--- src/trm_pkg.sv ---
// trigger route matrix package: register map, selector codes, field layout
// assumes a 32-bit apb slave with word-aligned registers
package trm_pkg;
  // register byte offsets
  localparam logic [11:0] REG_CTRL    = 12'h000;
  localparam logic [11:0] REG_SW_LVL  = 12'h004;
  localparam logic [11:0] REG_PATH    = 12'h008;
  localparam logic [11:0] REG_STATUS  = 12'h00c;
  // ctrl bits (write one to act)
  localparam int CTRL_OPEN_BIT    = 0;
  localparam int CTRL_RELEASE_BIT = 1;
  localparam int CTRL_CLEAR_BIT   = 2;
  // path field positions
  localparam int PATH_SRC_LSB = 0;
  localparam int PATH_DST_LSB = 8;
  localparam int PATH_HOP_LSB = 16;
  localparam int SEL_W        = 8;
  localparam int LINES        = 8;
  // status bits
  localparam int ST_OPEN_BIT   = 0;
  localparam int ST_NOTOPN_BIT = 1;
  localparam int ST_BADSET_BIT = 2;
  // selector encoding
  localparam logic [7:0] route_sel_nothing        = 8'h00;
  localparam logic [7:0] route_sel_faceplate_coax = 8'h02;
  localparam logic [7:0] route_sel_sw_level       = 8'h03;
  localparam logic [7:0] route_sel_bus_line_0     = 8'h6f;
  localparam logic [7:0] route_sel_bus_line_7     = 8'h76;
  // reset values
  localparam logic       SW_LVL_RST = 1'b0;
  localparam logic [7:0] SEL_RST    = 8'h00;
endpackage

--- src/trigger_route_matrix.sv ---
// trigger route matrix: apb registers steering faceplate, bus lines and soft level
// assumes inputs synchronous to clock; pads resolve the open enables outside
//
// Implementation choices: the APB register port and the register addresses.
`timescale 1ns/1ps
module trigger_route_matrix (
  input  wire logic        clock,
  input  wire logic        sys_rst,
  input  wire logic        psel,
  input  wire logic        penable,
  input  wire logic        pwrite,
  input  wire logic [11:0] paddr,
  input  wire logic [31:0] pwdata,
  output logic [31:0]      prdata,
  output logic             pready,
  output logic             pslverr,
  input  wire logic        coax_in,
  output logic             coax_out,
  output logic             coax_oe,
  input  wire logic [7:0]  line_in,
  output logic [7:0]       line_out,
  output logic [7:0]       line_oe
);
  logic       acc_stb;
  logic       path_ok;
  logic       open_q, open_d;
  logic       lvl_q, lvl_d;
  logic [7:0] src_q, src_d, dst_q, dst_d, hop_q, hop_d;
  logic       notopn_q, notopn_d, badset_q, badset_d;
  logic [31:0] prdata_q, prdata_d;
  logic       pslverr_q, pslverr_d;
  logic       coax_out_q, coax_out_d, coax_oe_q, coax_oe_d;
  logic [7:0] line_out_q, line_out_d, line_oe_q, line_oe_d;
  logic [7:0] w_src, w_dst, w_hop;
  logic       wr, rd;

  trm_apb_slave u_apb (
    .clock   (clock),
    .sys_rst (sys_rst),
    .psel    (psel),
    .penable (penable),
    .pready  (pready),
    .acc_stb (acc_stb)
  );

  assign w_src = pwdata[trm_pkg::PATH_SRC_LSB +: trm_pkg::SEL_W];
  assign w_dst = pwdata[trm_pkg::PATH_DST_LSB +: trm_pkg::SEL_W];
  assign w_hop = pwdata[trm_pkg::PATH_HOP_LSB +: trm_pkg::SEL_W];
  assign wr    = acc_stb && pwrite;
  assign rd    = acc_stb && !pwrite;

  trm_sel_check u_chk (
    .src (w_src),
    .dst (w_dst),
    .hop (w_hop),
    .ok  (path_ok)
  );

  // register file next state; refused writes touch only the sticky error flags
  always_comb begin
    open_d    = open_q;
    lvl_d     = lvl_q;
    src_d     = src_q;
    dst_d     = dst_q;
    hop_d     = hop_q;
    notopn_d  = notopn_q;
    badset_d  = badset_q;
    pslverr_d = 1'b0;
    prdata_d  = 32'h0000_0000;
    if (wr) begin
      unique case (paddr)
        trm_pkg::REG_CTRL: begin
          if (pwdata[trm_pkg::CTRL_OPEN_BIT]) begin
            open_d   = 1'b1;
            notopn_d = 1'b0;
          end else if (!open_q) begin
            notopn_d  = 1'b1;
            pslverr_d = 1'b1;
          end else begin
            if (pwdata[trm_pkg::CTRL_CLEAR_BIT] || pwdata[trm_pkg::CTRL_RELEASE_BIT]) begin
              src_d = trm_pkg::route_sel_nothing;
              dst_d = trm_pkg::route_sel_nothing;
              hop_d = trm_pkg::route_sel_nothing;
            end
            if (pwdata[trm_pkg::CTRL_RELEASE_BIT]) begin
              open_d = 1'b0;
            end
          end
        end
        trm_pkg::REG_SW_LVL: begin
          if (!open_q) begin
            notopn_d  = 1'b1;
            pslverr_d = 1'b1;
          end else begin
            lvl_d = pwdata[0];
          end
        end
        trm_pkg::REG_PATH: begin
          if (!open_q) begin
            notopn_d  = 1'b1;
            pslverr_d = 1'b1;
          end else if (!path_ok) begin
            badset_d  = 1'b1;
            pslverr_d = 1'b1;
          end else begin
            src_d    = w_src;
            dst_d    = w_dst;
            hop_d    = w_hop;
            badset_d = 1'b0;
          end
        end
        trm_pkg::REG_STATUS: begin
          // write one clears sticky error flags
          if (pwdata[trm_pkg::ST_NOTOPN_BIT]) notopn_d = 1'b0;
          if (pwdata[trm_pkg::ST_BADSET_BIT]) badset_d = 1'b0;
        end
        default: pslverr_d = 1'b1;
      endcase
    end else if (rd) begin
      unique case (paddr)
        trm_pkg::REG_CTRL:   prdata_d = 32'h0000_0000;
        trm_pkg::REG_SW_LVL: prdata_d = {31'h0000_0000, lvl_q};
        trm_pkg::REG_PATH:   prdata_d = {8'h00, hop_q, dst_q, src_q};
        trm_pkg::REG_STATUS: prdata_d = {29'h0000_0000, badset_q, notopn_q, open_q};
        default:             pslverr_d = 1'b1;
      endcase
    end
    // answer loads in the wait cycle; state moves only at the completing edge
    if (pready) begin
      pslverr_d = 1'b0;
      prdata_d  = 32'h0000_0000;
    end else begin
      open_d   = open_q;
      lvl_d    = lvl_q;
      src_d    = src_q;
      dst_d    = dst_q;
      hop_d    = hop_q;
      notopn_d = notopn_q;
      badset_d = badset_q;
    end
  end

  // prdata is registered, so read data appears with the registered answer
  always_ff @(posedge clock or posedge sys_rst) begin
    if (sys_rst) begin
      open_q    <= 1'b0;
      lvl_q     <= trm_pkg::SW_LVL_RST;
      src_q     <= trm_pkg::SEL_RST;
      dst_q     <= trm_pkg::SEL_RST;
      hop_q     <= trm_pkg::SEL_RST;
      notopn_q  <= 1'b0;
      badset_q  <= 1'b0;
      prdata_q  <= 32'h0000_0000;
      pslverr_q <= 1'b0;
    end else begin
      open_q    <= open_d;
      lvl_q     <= lvl_d;
      src_q     <= src_d;
      dst_q     <= dst_d;
      hop_q     <= hop_d;
      notopn_q  <= notopn_d;
      badset_q  <= badset_d;
      prdata_q  <= prdata_d;
      pslverr_q <= pslverr_d;
    end
  end

  // routing mux: source level picked, destination and hop driven
  always_comb begin
    logic src_lvl;
    src_lvl    = 1'b0;
    coax_out_d = 1'b0;
    coax_oe_d  = 1'b0;
    line_out_d = 8'h00;
    line_oe_d  = 8'h00;
    if (src_q == trm_pkg::route_sel_faceplate_coax) src_lvl = coax_in;
    else if (src_q == trm_pkg::route_sel_sw_level)  src_lvl = lvl_q;
    for (int i = 0; i < trm_pkg::LINES; i++) begin
      if (src_q == trm_pkg::route_sel_bus_line_0 + 8'(i)) src_lvl = line_in[i];
    end
    // none selector leaves every pin undriven
    if (dst_q == trm_pkg::route_sel_faceplate_coax) begin
      coax_out_d = src_lvl;
      coax_oe_d  = 1'b1;
    end
    for (int i = 0; i < trm_pkg::LINES; i++) begin
      if ((dst_q == trm_pkg::route_sel_bus_line_0 + 8'(i)) || (hop_q == trm_pkg::route_sel_bus_line_0 + 8'(i))) begin
        line_out_d[i] = src_lvl;
        line_oe_d[i]  = 1'b1;
      end
    end
  end

  // one cycle of latency on pins keeps every output on a flip-flop
  always_ff @(posedge clock or posedge sys_rst) begin
    if (sys_rst) begin
      coax_out_q <= 1'b0;
      coax_oe_q  <= 1'b0;
      line_out_q <= 8'h00;
      line_oe_q  <= 8'h00;
    end else begin
      coax_out_q <= coax_out_d;
      coax_oe_q  <= coax_oe_d;
      line_out_q <= line_out_d;
      line_oe_q  <= line_oe_d;
    end
  end

  assign prdata   = prdata_q;
  assign pslverr  = pslverr_q;
  assign coax_out = coax_out_q;
  assign coax_oe  = coax_oe_q;
  assign line_out = line_out_q;
  assign line_oe  = line_oe_q;
endmodule

--- src/trm_sel_check.sv ---
// selector validity check for one route path
// assumes selectors use the package encoding
`timescale 1ns/1ps
module trm_sel_check (
  input  wire logic [7:0] src,
  input  wire logic [7:0] dst,
  input  wire logic [7:0] hop,
  output logic            ok
);
  logic src_line, dst_line, hop_line;
  // line codes are a contiguous range
  assign src_line = (src >= trm_pkg::route_sel_bus_line_0) && (src <= trm_pkg::route_sel_bus_line_7);
  assign dst_line = (dst >= trm_pkg::route_sel_bus_line_0) && (dst <= trm_pkg::route_sel_bus_line_7);
  assign hop_line = (hop >= trm_pkg::route_sel_bus_line_0) && (hop <= trm_pkg::route_sel_bus_line_7);
  // source, destination and hop legality checked together
  always_comb begin
    logic s_ok, d_ok, h_ok;
    s_ok = src_line || (src == trm_pkg::route_sel_faceplate_coax) || (src == trm_pkg::route_sel_sw_level);
    d_ok = dst_line || (dst == trm_pkg::route_sel_faceplate_coax);
    // hop only for soft level to faceplate; required there
    if ((src == trm_pkg::route_sel_sw_level) && (dst == trm_pkg::route_sel_faceplate_coax)) begin
      h_ok = hop_line;
    end else begin
      h_ok = (hop == trm_pkg::route_sel_nothing);
    end
    ok = s_ok && d_ok && h_ok && (src != dst);
  end
endmodule

--- src/trm_apb_slave.sv ---
// apb handshake front end: one wait state, then a registered ready pulse
// assumes apb3 master, 32-bit data
`timescale 1ns/1ps
module trm_apb_slave (
  input  wire logic        clock,
  input  wire logic        sys_rst,
  input  wire logic        psel,
  input  wire logic        penable,
  output logic             pready,
  output logic             acc_stb
);
  logic pready_q, pready_d;

  // the wait state gives the registered read data time to stand before ready
  always_comb begin
    pready_d = psel && penable && !pready_q;
  end

  always_ff @(posedge clock or posedge sys_rst) begin
    if (sys_rst) begin
      pready_q <= 1'b0;
    end else begin
      pready_q <= pready_d;
    end
  end

  assign pready  = pready_q;
  assign acc_stb = psel && penable;
endmodule

--- config.mk ---
export PLATFORM = sky130hd
export DESIGN_NAME = trigger_route_matrix
export DESIGN_NICKNAME = d
export VERILOG_FILES = /design/src/trm_pkg.sv /design/src/trigger_route_matrix.sv /design/src/trm_sel_check.sv /design/src/trm_apb_slave.sv
export SDC_FILE = /design/constraint.sdc
export NUM_CORES = 1
export LEC_CHECK = 0
export BUFFER_PORTS_ARGS = -buffer_cell sky130_fd_sc_hd__buf_2
export CAP_MARGIN = 20
export CORE_AREA = 4 4 107 109
export DETAILED_ROUTE_END_ITERATION = 16
export DIE_AREA = 0 0 111 113
export SLEW_MARGIN = 20
export SYNTH_ARGS = -nofsm -noshare
export SYNTH_HDL_FRONTEND = slang
export SYNTH_HIERARCHICAL = 1
export SYNTH_SLANG_ARGS = --single-unit
--- constraint.sdc ---
create_clock -name clock -period 3.7 [get_ports clock]
set_clock_uncertainty 0.1 [all_clocks]
set_input_delay 0.74 -clock clock [delete_from_list [all_inputs] [get_ports clock]]
set_output_delay 0.74 -clock clock [all_outputs]
set_load 0.01 [all_outputs]
Word level (Yosys, flattened, before mapping):

Index checks and enable logic that the tools add are counted.
W data, S select, Z words.

* word-level logic and storage cells: 162
* bits in registers: 80
* output and inout port bits: 52
* input port bits: 58

* equality and inequality tests: 41
* multiplexer cells: 64
* reductions and logical operators: 37
* order comparisons: 6

Operators by type and width (count)
* $eq A8 B7 Y1 const B: 24
* $mux W8: 9
* $pmux W24 S3: 1
* $eq A8 B2 Y1 const B: 6
* $mux W24: 2
* $pmux W8 S2: 3
* $mux W1: 45
* $mux W32: 1
* $eq A12 B4 Y1 const B: 2
* $ge A8 B7 Y1 const B: 3
* $le A8 B7 Y1 const B: 3
* $ne A2 B2 Y1 const B: 7
* $eq A12 B3 Y1 const B: 1
* $logic_not A12 Y1: 1
* $logic_or A1 B1 Y1: 12
* $logic_and A1 B1 Y1: 11
* $logic_not A8 Y1: 1
* $ne A8 B8 Y1: 1
* $reduce_and A4 Y1: 2
* $reduce_and A8 Y1: 1
* $reduce_and A5 Y1: 1
* $pmux W1 S4: 1
* $reduce_bool A2 Y1: 2
* $reduce_or A4 Y1: 1
* other kinds (6): 7

Longest topological paths before layout:

* depth after elaboration: 12
* depth in mapped cells: 10
* gate-level depth less buffers: 8

Modules after synthesis:

Netlist, hierarchy kept.

Modules (own cells, without submodules)
* trigger_route_matrix: cells an instance 302, seq. area each 1776.7 um^2, area each 3273.1 um^2, times used 1
* trm_sel_check: cells an instance 36, seq. area each 0.0 um^2, area each 321.6 um^2, times used 1
* trm_apb_slave: cells an instance 4, seq. area each 25.0 um^2, area each 43.8 um^2, times used 1

Least setup slack after synthesis:

OpenSTA, ideal clock, no wires.

* kind: input-to-reg
* start: in pwdata[7]
* end: reg dst_q[3]
* slack: 0.761 ns
* library setup time: 0.079 ns
* data arrival time: 2.759 ns
* path buffers: 2
* required time: 3.521 ns
* cell stages on the path: 10
* path through: nor4b_1 -> nand4_1 -> or4_4 -> a221oi_2 -> nand2_1 -> o31ai_1 -> and4_4 -> buf_12 -> buf_12 -> mux2i_1

* longest elaborated chain between the ends: 9
* elaborated cells on any way between the ends: 15
* those cells by class: 2 x order compare; 4 x eq/ne; 1 x mux; 8 x reduce/logical

RTL lines
* start, declared: line trigger_route_matrix.sv:13 `input wire logic [31:0] pwdata,`
* $ge A8 B7 Y1 / $le A8 B7 Y1 (equally long branches): line trm_sel_check.sv:12 `assign src_line = (src >= trm_pkg::route_sel_bus_line_0) && (src <= trm_pkg::route_sel_bus_line_7);`
* $logic_and A1 B1 Y1: line trm_sel_check.sv:12
* $logic_or A1 B1 Y1 (2 in a row): line trm_sel_check.sv:18 `s_ok = src_line || (src == trm_pkg::route_sel_faceplate_coax) || (src == trm_pkg::route_sel_sw_level);`
* $logic_and A1 B1 Y1 (2 in a row): line trm_sel_check.sv:26 `ok = s_ok && d_ok && h_ok && (src != dst);`
* $logic_and A1 B1 Y1 *: line trm_sel_check.sv:26
* via path_ok: line trigger_route_matrix.sv:25 `logic path_ok;`
* $ne A2 B2 Y1 (no line) *
* $reduce_and A8 Y1 (no line) *
* end signal, assigned: line trigger_route_matrix.sv:149 `dst_q <= trm_pkg::SEL_RST;`
* end signal, assigned: line trigger_route_matrix.sv:159 `dst_q <= dst_d;`
* end, declared: line trigger_route_matrix.sv:28 `logic [7:0] src_q, src_d, dst_q, dst_d, hop_q, hop_d;`

Mark *: on every way through the listed nets, which the timed path passes. The rest lies on a longest branch.
A chain may end at the register's enable or synchronous reset.

Final worst setup path:

* start: in pwdata[0]
* end: reg src_q[1]

* longest elaborated chain between the ends: 9
* elaborated cells on any way between the ends: 16
* those cells by class: 2 x order compare; 5 x eq/ne; 1 x mux; 8 x reduce/logical

RTL lines
* $ge A8 B7 Y1 / $le A8 B7 Y1 (equally long branches): line trm_sel_check.sv:12
* $logic_and A1 B1 Y1: line trm_sel_check.sv:12
* $logic_or A1 B1 Y1 (2 in a row): line trm_sel_check.sv:18
* $logic_and A1 B1 Y1 (2 in a row): line trm_sel_check.sv:26
* $logic_and A1 B1 Y1 *: line trm_sel_check.sv:26
* via path_ok: line trigger_route_matrix.sv:25
* $ne A2 B2 Y1 (no line) *
* $reduce_and A8 Y1 (no line) *
* end signal, assigned: line trigger_route_matrix.sv:148 `src_q <= trm_pkg::SEL_RST;`
* end signal, assigned: line trigger_route_matrix.sv:158 `src_q <= src_d;`
* end, declared: line trigger_route_matrix.sv:28

Marks and branches as above.

==> results.toml <==
[setup_path]
cp.arrival_ns = 3.18
path_max_fanout = 24
cpPeakStageDelay_ns = 0.54
required_ns = 3.87
cp_slowest_cell = "or4_4"
cp_cell_sequence = "buf_2 -> nor4b_1 -> nand4_1 -> or4_4 -> a221oi_2 -> nand2_1 -> o31ai_1 -> and4_4 -> buf_12 -> mux2i_1"
critPathLaunchType = "input port"
crit_path_end_kind = "flop"
critPathKind = "in -> reg"
critPathTopFamily = "simple AND/OR/NAND/NOR gates"
path_buf_inv = 2
reg2reg_slack_ns = 1.74

[pwr]
combPwrFrac_pct = 7.2
swShare_pct = 25.5
powerDensity_mw_per_mm2 = 341
ir_worst_vdd_v = 0.000135
power.switching_mw = 0.380
p_leak_nw = 2.19
internal_power_mw = 1.11
power_frac_seq_pct = 52.9
p_clk_share_pct = 39.9
power.total_mw = 1.49

[cts]
clk_pin_slew_ns = 0.07
cts_tree = "done"
htreeDepth = 3
cts_root_buf = "clkbuf_8"
cts-resized-gates = 0
clock_path_buffers = 2
post-cts-setup-buffers = 0
clock_sinks = 72
clock_latency_ns = 0.36
postCtsHoldBufs = 0
cts_buffers = 9

[layout]
nFillCells = 1055
area_delta_synth_final_pct = 20.1
fin_cells = 579
utilization_pct = 41.2
drive_gt1_share_pct = 29.8
final_common_cell = "buf_2"
multiInputGateArea_mm2 = 0.00158
seq_area_mm2 = 0.00180
layout_common_cells = "buf_2 (93), dfrtp_1 (72), nand2_1 (37), mux2i_1 (29), inv_1 (28)"
fin_area_mm2 = 0.00437
n_antenna_cell = 0
nets = 492

[synth]
synth_flop_cell = "dfrtp_1"
synth-seq-area-share_pct = 49.5
yosys.cell_types.count = 55
yosysTopAreaCell = "dfrtp_1"
synth_area_leaders = "dfrtp_1 (50%), mux2i_1 (8.0%), nand2_1 (3.8%), and3_1 (3.8%), inv_1 (3.0%)"
synth_edf_count = 0
ys_ff_latch = 72
yosys_warnings = 6
syn_area_mm2 = 0.00364
synth_cells = 342
async_flop_share_pct = 100
synth_top_area_share_pct = 49.5
syn_area_per_cell_um2 = 10.6

[timing]
whs_ns = 0.123
setup_viol = 0
rsz0062_at_grt = "false"
timing.setup.tns_ns = 0
maxSlewViolCount = 0
timing.final.ws_setup_ns = 0.690
slew_headroom_pct = 62.7
fin_crit_ns = 3.01
period_share_pct = 81.3
hold_violations = 0
fmax_ghz = 0.332
worst_pin_slew_ns = 0.558

[floorplan]
die_area_mm2 = 0.0125
die_h_um = 113
core_mm2 = 0.0106
start_util_pct = 34.3
io_pins = 110
row_count = 38
die_x_um = 111

[drt]
drc = 0
routedWlPerCell_um = 15.7
via_per_inst = 4.94
dr.pass1.iters = 4
vias = 2858
drtIter0Drc = 146
routed_wl_mm = 9.07
ant_nets = 0

[flow_run]
max-cap-violations = 0

[status]
status = "completed"

[global_route]
grt_overflow = 0
grt_pass1_vias = 2877
grt_max_degree = 46
track_usage_pct = 15.0
antenna_found_initial = 0
grt_pass1_wl_mm = 14.9

[placement]
place_congestion = 0.850
dpl_cell_area_mm2 = 0.00418
hpwl_mm = 6.82
dp_cells = 563
post-place-ws_ns = 0.306
port_buffers = 93

[worst_hold_path]
hold_path_class = "in -> async"
-- metal layers --
| metal | wire (µm) | track usage (%) | vias to the layer above |
|---|---|---|---|
| li1 | - | - | 1371 |
| met1 | 3850 | 19.3 | 1381 |
| met2 | 4410 | 24.0 | 98 |
| met3 | 677 | 5.08 | 8 |
| met4 | 138 | 4.93 | 0 |
| met5 | 0 | 0 | - |
-- state kept, by name, indices dropped and copies added (netlist names) --
name	flops
pslverr	1
badset_q	1
u_apb/pready	1
line_out	8
coax_out	1
notopn_q	1
open_q	1
dst_q	8
line_oe	8
lvl_q	1
prdata	24
src_q	8
hop_q	8
coax_oe	1
-- final timing paths --
path	cells past startpoint	from	to
worst max-delay path	10	pwdata[0]	src_q[1]$_DFFE_PP0P_
worst min-delay path	2	sys_rst	u_apb/pready$_DFF_PP0_
worst max register to register	4	src_q[1]$_DFFE_PP0P_	line_out[5]$_DFF_PP0_
worst min register to register	1	badset_q$_DFFE_PP0P_	badset_q$_DFFE_PP0P_
max in group asynchronous	3	sys_rst	line_oe[5]$_DFF_PP0_
min in group clock	1	badset_q$_DFFE_PP0P_	badset_q$_DFFE_PP0P_
-- kinds of logic after synthesis --
group	Yosys count	synth area share [%]
and+or+nand+nor	145	24.8
buffers and inverters	53	7.84
AOI/OAI and AO/OA	31	6.81
xor gates and xnor gates	7	1.69
DFF	72	49.5
other	1	0.103
muxes	33	9.22
-- power by group through the flow --
stage          Clock, mW  Sequential, mW  Combinational (mW)
6_report           0.594           0.788               0.108
2_1_floorplan          0           0.804              0.0526
3_3_place_gp           0           0.804               0.106
4_1_cts            0.608           0.788               0.109
3_5_place_dp           0           0.804               0.109
5_1_grt            0.646           0.788               0.121
-- cell usage after synthesis, types with 3 or more instances --
cell,count
nand2b_1,3
o21ai_0,4
nand2_1,37
and3_1,22
dfrtp_1,72
mux2i_1,29
nor2_1,10
xor2_1,7
clkbuf_1,6
nor3_1,11
nor4_1,6
nand4b_1,4
nor4b_1,3
inv_1,29
buf_4,8
a21oi_1,4
and4_1,3
buf_2,6
nand3_1,8
mux2_2,4
nor3b_1,10
nor4_4,3
a22o_1,5
nor2b_1,7
buf_12,3
nand4_1,7
-- cell type report --
class	instances	share of cell area, %
clock buffers	11	3.47
clock inverters	5	0.888
inverters	29	2.49
multi-input cells	224	36.1
flip-flops and latches	72	41.2
well taps	140	4.01
repair buffers	98	11.8
Power figures use the tool's default switching activity.
